$ cat src/xrsa_pkg_unused_guard.sv
`default_nettype none
`default_nettype wire

$ cat src/xrsa_pkg.sv
`default_nettype none
package xrsa_pkg;
	localparam int AXI_AW = 8;
	localparam logic [7:0] OFS_GEN = 8'h00;
	localparam logic [7:0] OFS_SEG = 8'h40;
	localparam logic [7:0] OFS_IP = 8'h50;
	localparam logic [7:0] OFS_FLAGS = 8'h54;
	localparam logic [7:0] OFS_OPND = 8'h58;
	localparam logic [7:0] OFS_ALU = 8'h5C;
	localparam logic [7:0] OFS_AGEN = 8'h60;
	localparam logic [7:0] OFS_PHYS = 8'h64;
	localparam logic [7:0] OFS_PORT = 8'h68;
	localparam logic [7:0] OFS_STEP = 8'h6C;
	localparam logic [7:0] OFS_SAVED = 8'h70;
	localparam logic [1:0] RESP_OKAY = 2'h0;
	localparam logic [1:0] RESP_SLVERR = 2'h2;
	localparam int CF_BIT = 0;
	localparam int PF_BIT = 2;
	localparam int AF_BIT = 4;
	localparam int ZF_BIT = 6;
	localparam int SF_BIT = 7;
	localparam int TF_BIT = 8;
	localparam int IF_BIT = 9;
	localparam int DF_BIT = 10;
	localparam int OF_BIT = 11;
	localparam logic [15:0] FLAG_MASK = 16'h0FD5;
	localparam logic [15:0] FLAG_RSV = 16'hF002;
	localparam logic [2:0] IDX_ACC = 3'h0;
	localparam logic [2:0] IDX_COUNT = 3'h1;
	localparam logic [2:0] IDX_DATA = 3'h2;
	localparam logic [2:0] IDX_BASE = 3'h3;
	localparam logic [2:0] IDX_SP = 3'h4;
	localparam logic [2:0] IDX_BP = 3'h5;
	localparam logic [2:0] IDX_SI = 3'h6;
	localparam logic [2:0] IDX_DI = 3'h7;
	localparam logic [1:0] SEG_EXTRA = 2'h0;
	localparam logic [1:0] SEG_CODE = 2'h1;
	localparam logic [1:0] SEG_STACK = 2'h2;
	localparam logic [1:0] SEG_DATA = 2'h3;
	localparam logic [15:0] STACK_STEP = 16'h0002;
	localparam logic [15:0] RSV_PORT_LO = 16'h00F8;
	localparam logic [15:0] RSV_PORT_HI = 16'h00FF;
	typedef enum logic [1:0] {
		OP_ADD = 2'b00,
		OP_SUB = 2'b01,
		OP_AND = 2'b10,
		OP_OR = 2'b11
	} xrsa_op_type;
endpackage
`default_nettype wire

$ cat src/xrsa_register_set.sv
// What this block does
// - Eight 16-bit general registers; four split into independent byte halves.
// - Base pointer, base word and index registers may supply offset bases.
// - Stack accesses use stack pointer offset in stack segment, never overridden.
// - Four 16-bit segment registers for code, data, extra and stack.
// - A 16-bit instruction pointer holds the next instruction offset.
// - Peripheral registers are not part of this register set.
// - Each flag is set, cleared, kept or undefined after an instruction.
// - Status flags in bits 0,2,4,6,7,11; control flags in 8,9,10.
// - Overflow flag set when signed result does not fit the width.
// - Direction flag set decrements string indexes, clear increments them.
// - Maskable interrupts are taken only while interrupt-enable is set.
// - Trace flag raises a trace interrupt; cleared after flags are pushed.
// - Sign flag takes the result's most significant bit.
// - Zero flag set when the result is zero.
// - Half carry flag marks carry or borrow across low accumulator nibble.
// - Parity flag set when low result byte has even ones.
// - Carry flag marks carry out of or borrow into result msb.
// - Physical address is segment shifted left four plus offset.
// - Each segment spans 64K bytes addressed by a 16-bit offset.
// - Separate I/O space of 64K byte or 32K word ports.
// - Port number is 8-bit immediate zero-extended or 16-bit data word.
//
// Our own choices: the AXI4-Lite slave port and the placing of the registers.
`default_nettype none
module xrsa_register_set
	import xrsa_pkg::*;
(
	input wire logic clk,
	input wire logic reset_n,
	input wire logic [AXI_AW-1:0] s_axi_awaddr,
	input wire logic [2:0] s_axi_awprot,
	input wire logic s_axi_awvalid,
	output logic s_axi_awready,
	input wire logic [31:0] s_axi_wdata,
	input wire logic [3:0] s_axi_wstrb,
	input wire logic s_axi_wvalid,
	output logic s_axi_wready,
	output logic [1:0] s_axi_bresp,
	output logic s_axi_bvalid,
	input wire logic s_axi_bready,
	input wire logic [AXI_AW-1:0] s_axi_araddr,
	input wire logic [2:0] s_axi_arprot,
	input wire logic s_axi_arvalid,
	output logic s_axi_arready,
	output logic [31:0] s_axi_rdata,
	output logic [1:0] s_axi_rresp,
	output logic s_axi_rvalid,
	input wire logic s_axi_rready,
	input wire logic irqIn,
	output logic intAck,
	output logic traceIrq,
	output logic [19:0] memAddr,
	output logic [15:0] ioAddr,
	output logic ioAddrReserved
);
	logic [15:0] gen_reg [0:7];
	logic [15:0] seg_reg [0:3];
	logic [15:0] ip_reg;
	logic [15:0] flags_reg;
	logic [15:0] flags_next;
	logic [15:0] opnd_reg;
	logic [15:0] result_reg;
	logic [15:0] saved_reg;
	logic [AXI_AW-1:0] awAddr_reg;
	logic [31:0] wData_reg;
	logic [3:0] wStrb_reg;
	logic doWrite;
	logic [7:0] wa;
	logic [31:0] wd;
	logic wrGen, wrSeg, wrIp, wrFlags, wrOpnd, wrAlu;
	logic wrAgen, wrPort, wrStep;
	logic stepEnd, takeIrq, takeTrace, doRet, strStep;
	logic [15:0] strDelta;
	logic [16:0] sum;
	logic [15:0] aluA, aluB, aluRes;
	xrsa_op_type aluOp;
	logic byteMode, arith, msbA, msbB, msbR, cOut, ovf, half;
	logic [15:0] agenOfs, agenBase;
	logic [15:0] agenSeg;
	logic [31:0] rdWord;
	logic rdHit;

	// Byte strobes give each half of a word its own write path.
	function automatic logic [15:0] merge16(input logic [15:0] old,
		input logic [15:0] nw, input logic [1:0] strb);
		logic [15:0] m;
		m = {{8{strb[1]}}, {8{strb[0]}}};
		return (old & ~m) | (nw & m);
	endfunction

	// Carry out of bit 19 is simply not kept.
	function automatic logic [19:0] physAddr(input logic [15:0] seg,
		input logic [15:0] ofs);
		return {seg, 4'h0} + {4'h0, ofs};
	endfunction

	function automatic logic mapped(input logic [7:0] a);
		return a[1:0] == 2'b00 && (a < 8'h20 || a >= OFS_SEG)
			&& a <= OFS_SAVED;
	endfunction

	assign wa = awAddr_reg[7:0];
	assign wd = wData_reg;
	assign doWrite = !s_axi_awready && !s_axi_wready && !s_axi_bvalid;
	assign wrGen = doWrite && wa[7:5] == 3'b000 && wa[1:0] == 2'b00;
	assign wrSeg = doWrite && wa[7:4] == OFS_SEG[7:4] && wa[1:0] == 2'b00;
	assign wrIp = doWrite && wa == OFS_IP;
	assign wrFlags = doWrite && wa == OFS_FLAGS;
	assign wrOpnd = doWrite && wa == OFS_OPND;
	assign wrAlu = doWrite && wa == OFS_ALU;
	assign wrAgen = doWrite && wa == OFS_AGEN;
	assign wrPort = doWrite && wa == OFS_PORT;
	assign wrStep = doWrite && wa == OFS_STEP;
	assign stepEnd = wrStep && wd[0];
	assign takeIrq = stepEnd && irqIn && flags_reg[IF_BIT];
	assign takeTrace = stepEnd && !takeIrq && flags_reg[TF_BIT];
	assign doRet = wrStep && wd[1] && !takeIrq && !takeTrace;
	assign strStep = wrStep && wd[2];
	assign strDelta = wd[3] ? 16'h0002 : 16'h0001;

	always_ff @(posedge clk or negedge reset_n) begin
		if (!reset_n) begin
			s_axi_awready <= 1'b1;
			awAddr_reg <= '0;
		end else if (s_axi_awvalid && s_axi_awready) begin
			s_axi_awready <= 1'b0;
			awAddr_reg <= s_axi_awaddr;
		end else if (doWrite) begin
			s_axi_awready <= 1'b1;
		end
	end

	always_ff @(posedge clk or negedge reset_n) begin
		if (!reset_n) begin
			s_axi_wready <= 1'b1;
			wData_reg <= 32'h0000_0000;
			wStrb_reg <= 4'h0;
		end else if (s_axi_wvalid && s_axi_wready) begin
			s_axi_wready <= 1'b0;
			wData_reg <= s_axi_wdata;
			wStrb_reg <= s_axi_wstrb;
		end else if (doWrite) begin
			s_axi_wready <= 1'b1;
		end
	end

	// Peripheral registers live elsewhere; holes answer with an error.
	always_ff @(posedge clk or negedge reset_n) begin
		if (!reset_n) begin
			s_axi_bvalid <= 1'b0;
			s_axi_bresp <= RESP_OKAY;
		end else if (doWrite) begin
			s_axi_bvalid <= 1'b1;
			s_axi_bresp <= mapped(wa) ? RESP_OKAY : RESP_SLVERR;
		end else if (s_axi_bvalid && s_axi_bready) begin
			s_axi_bvalid <= 1'b0;
		end
	end

	always_comb begin
		aluA = gen_reg[IDX_ACC];
		aluB = opnd_reg;
		aluOp = xrsa_op_type'(wd[1:0]);
		byteMode = wd[2];
		case (aluOp)
			OP_ADD: sum = {1'b0, aluA} + {1'b0, aluB};
			OP_SUB: sum = {1'b0, aluA} - {1'b0, aluB};
			OP_AND: sum = {1'b0, aluA & aluB};
			default: sum = {1'b0, aluA | aluB};
		endcase
		aluRes = byteMode ? {8'h00, sum[7:0]} : sum[15:0];
		msbA = byteMode ? aluA[7] : aluA[15];
		msbB = byteMode ? aluB[7] : aluB[15];
		msbR = byteMode ? aluRes[7] : aluRes[15];
		arith = aluOp == OP_ADD || aluOp == OP_SUB;
		// The bit-8 carry is rebuilt from the operands in byte mode.
		cOut = arith && (byteMode ? aluA[8] ^ aluB[8] ^ sum[8]
			: sum[16]);
		ovf = arith && (msbR != msbA) && ((aluOp == OP_ADD) ?
			(msbA == msbB) : (msbA != msbB));
		half = aluA[4] ^ aluB[4] ^ sum[4];
	end

	always_comb begin
		flags_next = flags_reg;
		if (wrFlags) begin
			flags_next = merge16(flags_reg, wd[15:0], wStrb_reg[1:0]);
		end else if (wrAlu) begin
			flags_next[CF_BIT] = cOut;
			flags_next[OF_BIT] = ovf;
			flags_next[SF_BIT] = msbR;
			flags_next[ZF_BIT] = aluRes == 16'h0000;
			flags_next[PF_BIT] = ~^aluRes[7:0];
			// Logic ops leave the half carry alone, which is undefined.
			if (arith) begin
				flags_next[AF_BIT] = half;
			end
		end else if (takeIrq) begin
			flags_next[IF_BIT] = 1'b0;
			flags_next[TF_BIT] = 1'b0;
		end else if (takeTrace) begin
			flags_next[TF_BIT] = 1'b0;
		end else if (doRet) begin
			flags_next = saved_reg;
		end
		flags_next = (flags_next & FLAG_MASK) | FLAG_RSV;
	end

	always_ff @(posedge clk or negedge reset_n) begin
		if (!reset_n) begin
			flags_reg <= FLAG_RSV;
		end else begin
			flags_reg <= flags_next;
		end
	end

	always_ff @(posedge clk or negedge reset_n) begin
		if (!reset_n) begin
			saved_reg <= FLAG_RSV;
		end else if (takeIrq || takeTrace) begin
			saved_reg <= flags_reg;
		end
	end

	always_ff @(posedge clk or negedge reset_n) begin
		if (!reset_n) begin
			for (int i = 0; i < 8; i++) begin
				gen_reg[i] <= 16'h0000;
			end
		end else begin
			if (wrGen) begin
				gen_reg[wa[4:2]] <= merge16(gen_reg[wa[4:2]], wd[15:0],
					wStrb_reg[1:0]);
			end
			if (wrAlu) begin
				if (byteMode) begin
					gen_reg[IDX_ACC][7:0] <= aluRes[7:0];
				end else begin
					gen_reg[IDX_ACC] <= aluRes;
				end
			end
			if (takeIrq || takeTrace) begin
				gen_reg[IDX_SP] <= gen_reg[IDX_SP] - STACK_STEP;
			end
			if (doRet) begin
				gen_reg[IDX_SP] <= gen_reg[IDX_SP] + STACK_STEP;
			end
			if (strStep) begin
				if (flags_reg[DF_BIT]) begin
					gen_reg[IDX_SI] <= gen_reg[IDX_SI] - strDelta;
					gen_reg[IDX_DI] <= gen_reg[IDX_DI] - strDelta;
				end else begin
					gen_reg[IDX_SI] <= gen_reg[IDX_SI] + strDelta;
					gen_reg[IDX_DI] <= gen_reg[IDX_DI] + strDelta;
				end
			end
		end
	end

	always_ff @(posedge clk or negedge reset_n) begin
		if (!reset_n) begin
			for (int i = 0; i < 4; i++) begin
				seg_reg[i] <= 16'h0000;
			end
			ip_reg <= 16'h0000;
			opnd_reg <= 16'h0000;
		end else begin
			if (wrSeg) begin
				seg_reg[wa[3:2]] <= merge16(seg_reg[wa[3:2]], wd[15:0],
					wStrb_reg[1:0]);
			end
			if (wrIp) begin
				ip_reg <= merge16(ip_reg, wd[15:0], wStrb_reg[1:0]);
			end
			if (wrOpnd) begin
				opnd_reg <= merge16(opnd_reg, wd[15:0], wStrb_reg[1:0]);
			end
		end
	end

	always_ff @(posedge clk or negedge reset_n) begin
		if (!reset_n) begin
			result_reg <= 16'h0000;
		end else if (wrAlu) begin
			result_reg <= aluRes;
		end
	end

	always_comb begin
		case (wd[21:20])
			2'b00: agenBase = gen_reg[IDX_BP];
			2'b01: agenBase = gen_reg[IDX_BASE];
			2'b10: agenBase = gen_reg[IDX_DI];
			default: agenBase = gen_reg[IDX_SI];
		endcase
		if (wd[18]) begin
			agenSeg = seg_reg[SEG_STACK];
			agenOfs = gen_reg[IDX_SP];
		end else begin
			agenSeg = seg_reg[wd[17:16]];
			// The sum stays 16 bits so it wraps inside the segment.
			agenOfs = wd[15:0] + (wd[19] ? agenBase : 16'h0000);
		end
	end

	always_ff @(posedge clk or negedge reset_n) begin
		if (!reset_n) begin
			memAddr <= 20'h00000;
		end else if (wrAgen) begin
			memAddr <= physAddr(agenSeg, agenOfs);
		end
	end

	always_ff @(posedge clk or negedge reset_n) begin
		if (!reset_n) begin
			ioAddr <= 16'h0000;
			ioAddrReserved <= 1'b0;
		end else if (wrPort) begin
			if (wd[16]) begin
				ioAddr <= gen_reg[IDX_DATA];
				ioAddrReserved <= gen_reg[IDX_DATA] >= RSV_PORT_LO
					&& gen_reg[IDX_DATA] <= RSV_PORT_HI;
			end else begin
				ioAddr <= {8'h00, wd[7:0]};
				ioAddrReserved <= wd[7:0] >= RSV_PORT_LO[7:0];
			end
		end
	end

	always_ff @(posedge clk or negedge reset_n) begin
		if (!reset_n) begin
			intAck <= 1'b0;
			traceIrq <= 1'b0;
		end else begin
			intAck <= takeIrq;
			traceIrq <= takeTrace;
		end
	end

	always_comb begin
		rdWord = 32'h0000_0000;
		rdHit = mapped(s_axi_araddr[7:0]);
		if (s_axi_araddr[7:5] == 3'b000) begin
			rdWord = {16'h0000, gen_reg[s_axi_araddr[4:2]]};
		end else if (s_axi_araddr[7:4] == OFS_SEG[7:4]) begin
			rdWord = {16'h0000, seg_reg[s_axi_araddr[3:2]]};
		end else if (s_axi_araddr[7:0] == OFS_IP) begin
			rdWord = {16'h0000, ip_reg};
		end else if (s_axi_araddr[7:0] == OFS_FLAGS) begin
			rdWord = {16'h0000, flags_reg};
		end else if (s_axi_araddr[7:0] == OFS_OPND) begin
			rdWord = {16'h0000, opnd_reg};
		end else if (s_axi_araddr[7:0] == OFS_ALU) begin
			rdWord = {16'h0000, result_reg};
		end else if (s_axi_araddr[7:0] == OFS_AGEN
			|| s_axi_araddr[7:0] == OFS_PHYS) begin
			rdWord = {12'h000, memAddr};
		end else if (s_axi_araddr[7:0] == OFS_PORT) begin
			rdWord = {15'h0000, ioAddrReserved, ioAddr};
		end else if (s_axi_araddr[7:0] == OFS_SAVED) begin
			rdWord = {16'h0000, saved_reg};
		end
		if (!rdHit) begin
			rdWord = 32'h0000_0000;
		end
	end

	always_ff @(posedge clk or negedge reset_n) begin
		if (!reset_n) begin
			s_axi_arready <= 1'b1;
			s_axi_rvalid <= 1'b0;
			s_axi_rdata <= 32'h0000_0000;
			s_axi_rresp <= RESP_OKAY;
		end else if (s_axi_arvalid && s_axi_arready) begin
			s_axi_arready <= 1'b0;
			s_axi_rvalid <= 1'b1;
			s_axi_rdata <= rdWord;
			s_axi_rresp <= rdHit ? RESP_OKAY : RESP_SLVERR;
		end else if (s_axi_rvalid && s_axi_rready) begin
			s_axi_rvalid <= 1'b0;
			s_axi_arready <= 1'b1;
		end
	end
endmodule
`default_nettype wire

$ cat config.mk
export PLATFORM = sky130hd
export DESIGN_NAME = xrsa_register_set
export DESIGN_NICKNAME = d
export VERILOG_FILES = /design/src/xrsa_pkg_unused_guard.sv /design/src/xrsa_pkg.sv /design/src/xrsa_register_set.sv
export SDC_FILE = /design/constraint.sdc
export NUM_CORES = 1
export LEC_CHECK = 0
export BUFFER_PORTS_ARGS = -buffer_cell sky130_fd_sc_hd__buf_4
export CORE_ASPECT_RATIO = 1.2
export CORE_UTILIZATION = 60
export DETAILED_ROUTE_END_ITERATION = 16
export GPL_ROUTABILITY_DRIVEN = 0
export PLACE_DENSITY = 0.79
export RECOVER_POWER = 50
export SETUP_SLACK_MARGIN = 0.3
export SYNTH_ARGS = -nofsm -noshare
export SYNTH_HDL_FRONTEND = slang
export SYNTH_SLANG_ARGS = --single-unit
$ cat constraint.sdc
create_clock -name clk -period 7.55 [get_ports clk]
set_clock_uncertainty 0.1 [all_clocks]
set_input_delay 0.755 -clock clk [delete_from_list [all_inputs] [get_ports clk]]
set_output_delay 0.755 -clock clk [all_outputs]
set_load 0.02 [all_outputs]
==> flow_summary.json <==
{
  "grt_max_degree": 158,
  "arrival_ps": 4530,
  "antenna_found_initial": 5,
  "synth-compound-area-share_pct": 17.25,
  "root_buffer": "clkbuf_16",
  "postCtsSetupRepairBufs": 0,
  "portBuffers": 113,
  "yosysTopAreaCell": "dfrtp_1",
  "crit_cells": 2,
  "ff_latch_area_um2": 8919,
  "grt-ovfl-total": 0,
  "rows": 80,
  "setup-tns-final_ps": 0,
  "die_w_um": 185.0,
  "synth_top_family_by_area": "multiplexers",
  "end_kind": "asynchronous set/reset pin",
  "diodes": 0,
  "grtUsageTotal_pct": 41.44,
  "worstPathBufferInverterCount": 2,
  "p_int_mw": 5.925,
  "reg2reg_from": "wData_reg[20]",
  "die_y_um": 221.5,
  "yosysWarnings": 0,
  "holdBufCountCts": 0,
  "startpoint": "reset_n",
  "syn2layout_area_growth_pct": 8.670,
  "synth-xor-area-share_pct": 2.762,
  "avgSynthCellArea_um2": 9.805,
  "wl_mm": 83.74,
  "hold_slack_ps": 210.1,
  "fin_cells": 3051,
  "place_ws_ps": 2238,
  "crit_slowest_cell": "clkbuf_2",
  "io_pins": 146,
  "synth_area_um2": 24100,
  "period_share_pct": 72.67,
  "synthAdderAreaFrac_pct": 5.212,
  "synth-seq-cells": 356,
  "worst-r2r-setup-slack_ps": 2080,
  "fmax_mhz": 182.3,
  "fin_crit_ps": 5486,
  "hold_path_class": "in -> async",
  "tightest_slew_ps": 4442,
  "worstPathCellList": "buf_8, clkbuf_2",
  "initial_utilization_pct": 60.80,
  "cts_buffers": 37,
  "tritoncts": "built",
  "maxCapViolations": 5,
  "setup_ws_ps": 2064,
  "p_leak_nw": 11.49,
  "powerDensity_nw_per_um2": 436.7,
  "crit_end": "awAddr_reg[2]",
  "dpl.hpwl_mm": 59.44,
  "violations": "capacitance limit, slew limit",
  "vdd_drop_max_uv": 328.4,
  "yosysMostFrequentCell": "dfrtp_1",
  "synthTopCellsByCount": "353 x dfrtp_1, 341 x nand2_1, 235 x o21ai_0",
  "firstDrtPassIters": 7,
  "drc": 0,
  "multi_input_area_um2": 14330,
  "final_max_slew_viol_count": 272,
  "ys.flop_type": "dfrtp_1",
  "post_cts_resized": 0,
  "hold_viol_final": 0,
  "via_count": 22020,
  "setup_viol": 0,
  "drtIter0Drc": 3283,
  "die-area_um2": 40980,
  "maxSlewHeadroom_pct": -196.1,
  "wl_per_cell_um": 27.45,
  "rsz0062_at_grt": "no",
  "ys_seq_area_share_pct": 36.98,
  "fin_nets": 2647,
  "ys_types": 91,
  "seqPwrFrac_pct": 27.3,
  "path_max_fanout": 157,
  "worstPathRequired_ps": 6590,
  "synthArstFlopShare_pct": 100.0,
  "p_sw_mw": 5.512,
  "core_um2": 39640,
  "grt_pass1_vias": 21400,
  "switching_share_pct": 48.19,
  "clk_latency_ps": 560,
  "critPathMaxStageDelay_ps": 2810,
  "synth.area.mux_share_pct": 19.91,
  "power_frac_clock_pct": 16.4,
  "detail_route.vias_per_cell": 7.216,
  "path_clk_slew_ps": 60,
  "synth_area_leaders": "dfrtp_1 37%, mux4_2 11%, mux2_2 6.4%",
  "place_inst": 2984,
  "clock-sinks": 356,
  "grt_pass1_wl_mm": 127.4,
  "outcome": "finished, violations left",
  "final_layout_size_suffix_gt1_share_pct": 17.00,
  "drtAntennaViolNets": 0,
  "worst_r2r_path_depth": 18,
  "start_kind": "input port",
  "yosys.area_share.simple_pct": 13.99,
  "cts_buffer_depth": 3,
  "htreeDepth": 2,
  "fillers": 3117,
  "syn_inst": 2458,
  "yosys.area.top_type_share_pct": 36.65,
  "crit_type": "in -> async",
  "power_frac_comb_pct": 56.4,
  "synth_edf_count": 0,
  "crit_family": "buffers and inverters",
  "r2r-end": "memAddr[19]"
}
[logic make-up (layout without fill, tap and decap cells)]
kind of cell / Yosys count / count (layout)
buffers and inverters: 219 / 266
other: 1 / 14
multiplexers: 321 / 321
XOR/XNOR: 76 / 76
adder cells (fa/ha/maj): 99 / 99
AND/OR/NAND/NOR: 736 / 736
AO/OA/AOI/OAI: 650 / 650
flip-flops: 356 / 356
[cell usage in the layout (no fill, tap or decap), types with 40 or more instances in the layout]
master	netlist	routed
dfrtp_1	353	350
nand2_1	341	341
o21ai_0	235	235
nor2_1	141	141
mux2_2	136	135
a21oi_1	116	116
mux4_2	113	113
ha_1	86	86
buf_4	16	80
clkbuf_1	98	78
mux2i_1	71	71
inv_1	47	47
nand3_1	46	46
nor3_1	47	46
xnor2_1	40	40
[per-stage QoR]
step / utilization (%) / power [mW] / cell area (um^2)
after floorplan: - / 7.419 / 24150
after global placement: 63.69 / 9.030 / 25240
after detailed placement: 63.69 / 9.280 / 25240
after CTS: 66.76 / 11.16 / 26460
after global routing: 66.07 / 11.96 / 26190
final: 66.07 / 11.44 / 26190
[cell type report]
| cell class | instances | area share, % |
|---|---|---|
| Multi-Input combinational cell | 1896 | 54.70 |
| Tap cell | 533 | 2.546 |
| Sequential cell | 356 | 34.05 |
| Inverter | 48 | 0.6879 |
| Timing Repair Buffer | 151 | 3.358 |
| Clock buffer | 54 | 4.128 |
| Clock inverter | 13 | 0.5303 |
[how the worst min path moves through the flow]
stage | startpoint | endpoint | slack (ps)
final | reset_n | wData_reg[0] | 210
after global routing | s_axi_wvalid | s_axi_wready | 250
after CTS | s_axi_wvalid | s_axi_wready | 240
after detailed placement | result_reg[10] | result_reg[10] | 360
after global placement | result_reg[6] | result_reg[6] | 350
after floorplan | result_reg[10] | result_reg[10] | 340
[power by group through the flow]
stage | Sequential, mW | Clock (mW) | Combinational, mW
after floorplan | 2.68 | 0 | 4.74
after global placement | 3.04 | 0 | 5.99
after detailed placement | 3.08 | 0 | 6.20
after CTS | 3.05 | 1.86 | 6.25
after global routing | 3.13 | 1.95 | 6.88
final | 3.12 | 1.87 | 6.45
[per-layer routing]
layer	part of all wire [%]	up-vias	global-route usage, %
li1	-	9164	-
met1	34	10640	51.55
met2	44	1730	62.30
met3	14	475	12.30
met4	8.3	6	27.49
met5	0.087	-	0.9697
Power figures use the tool's default switching activity.
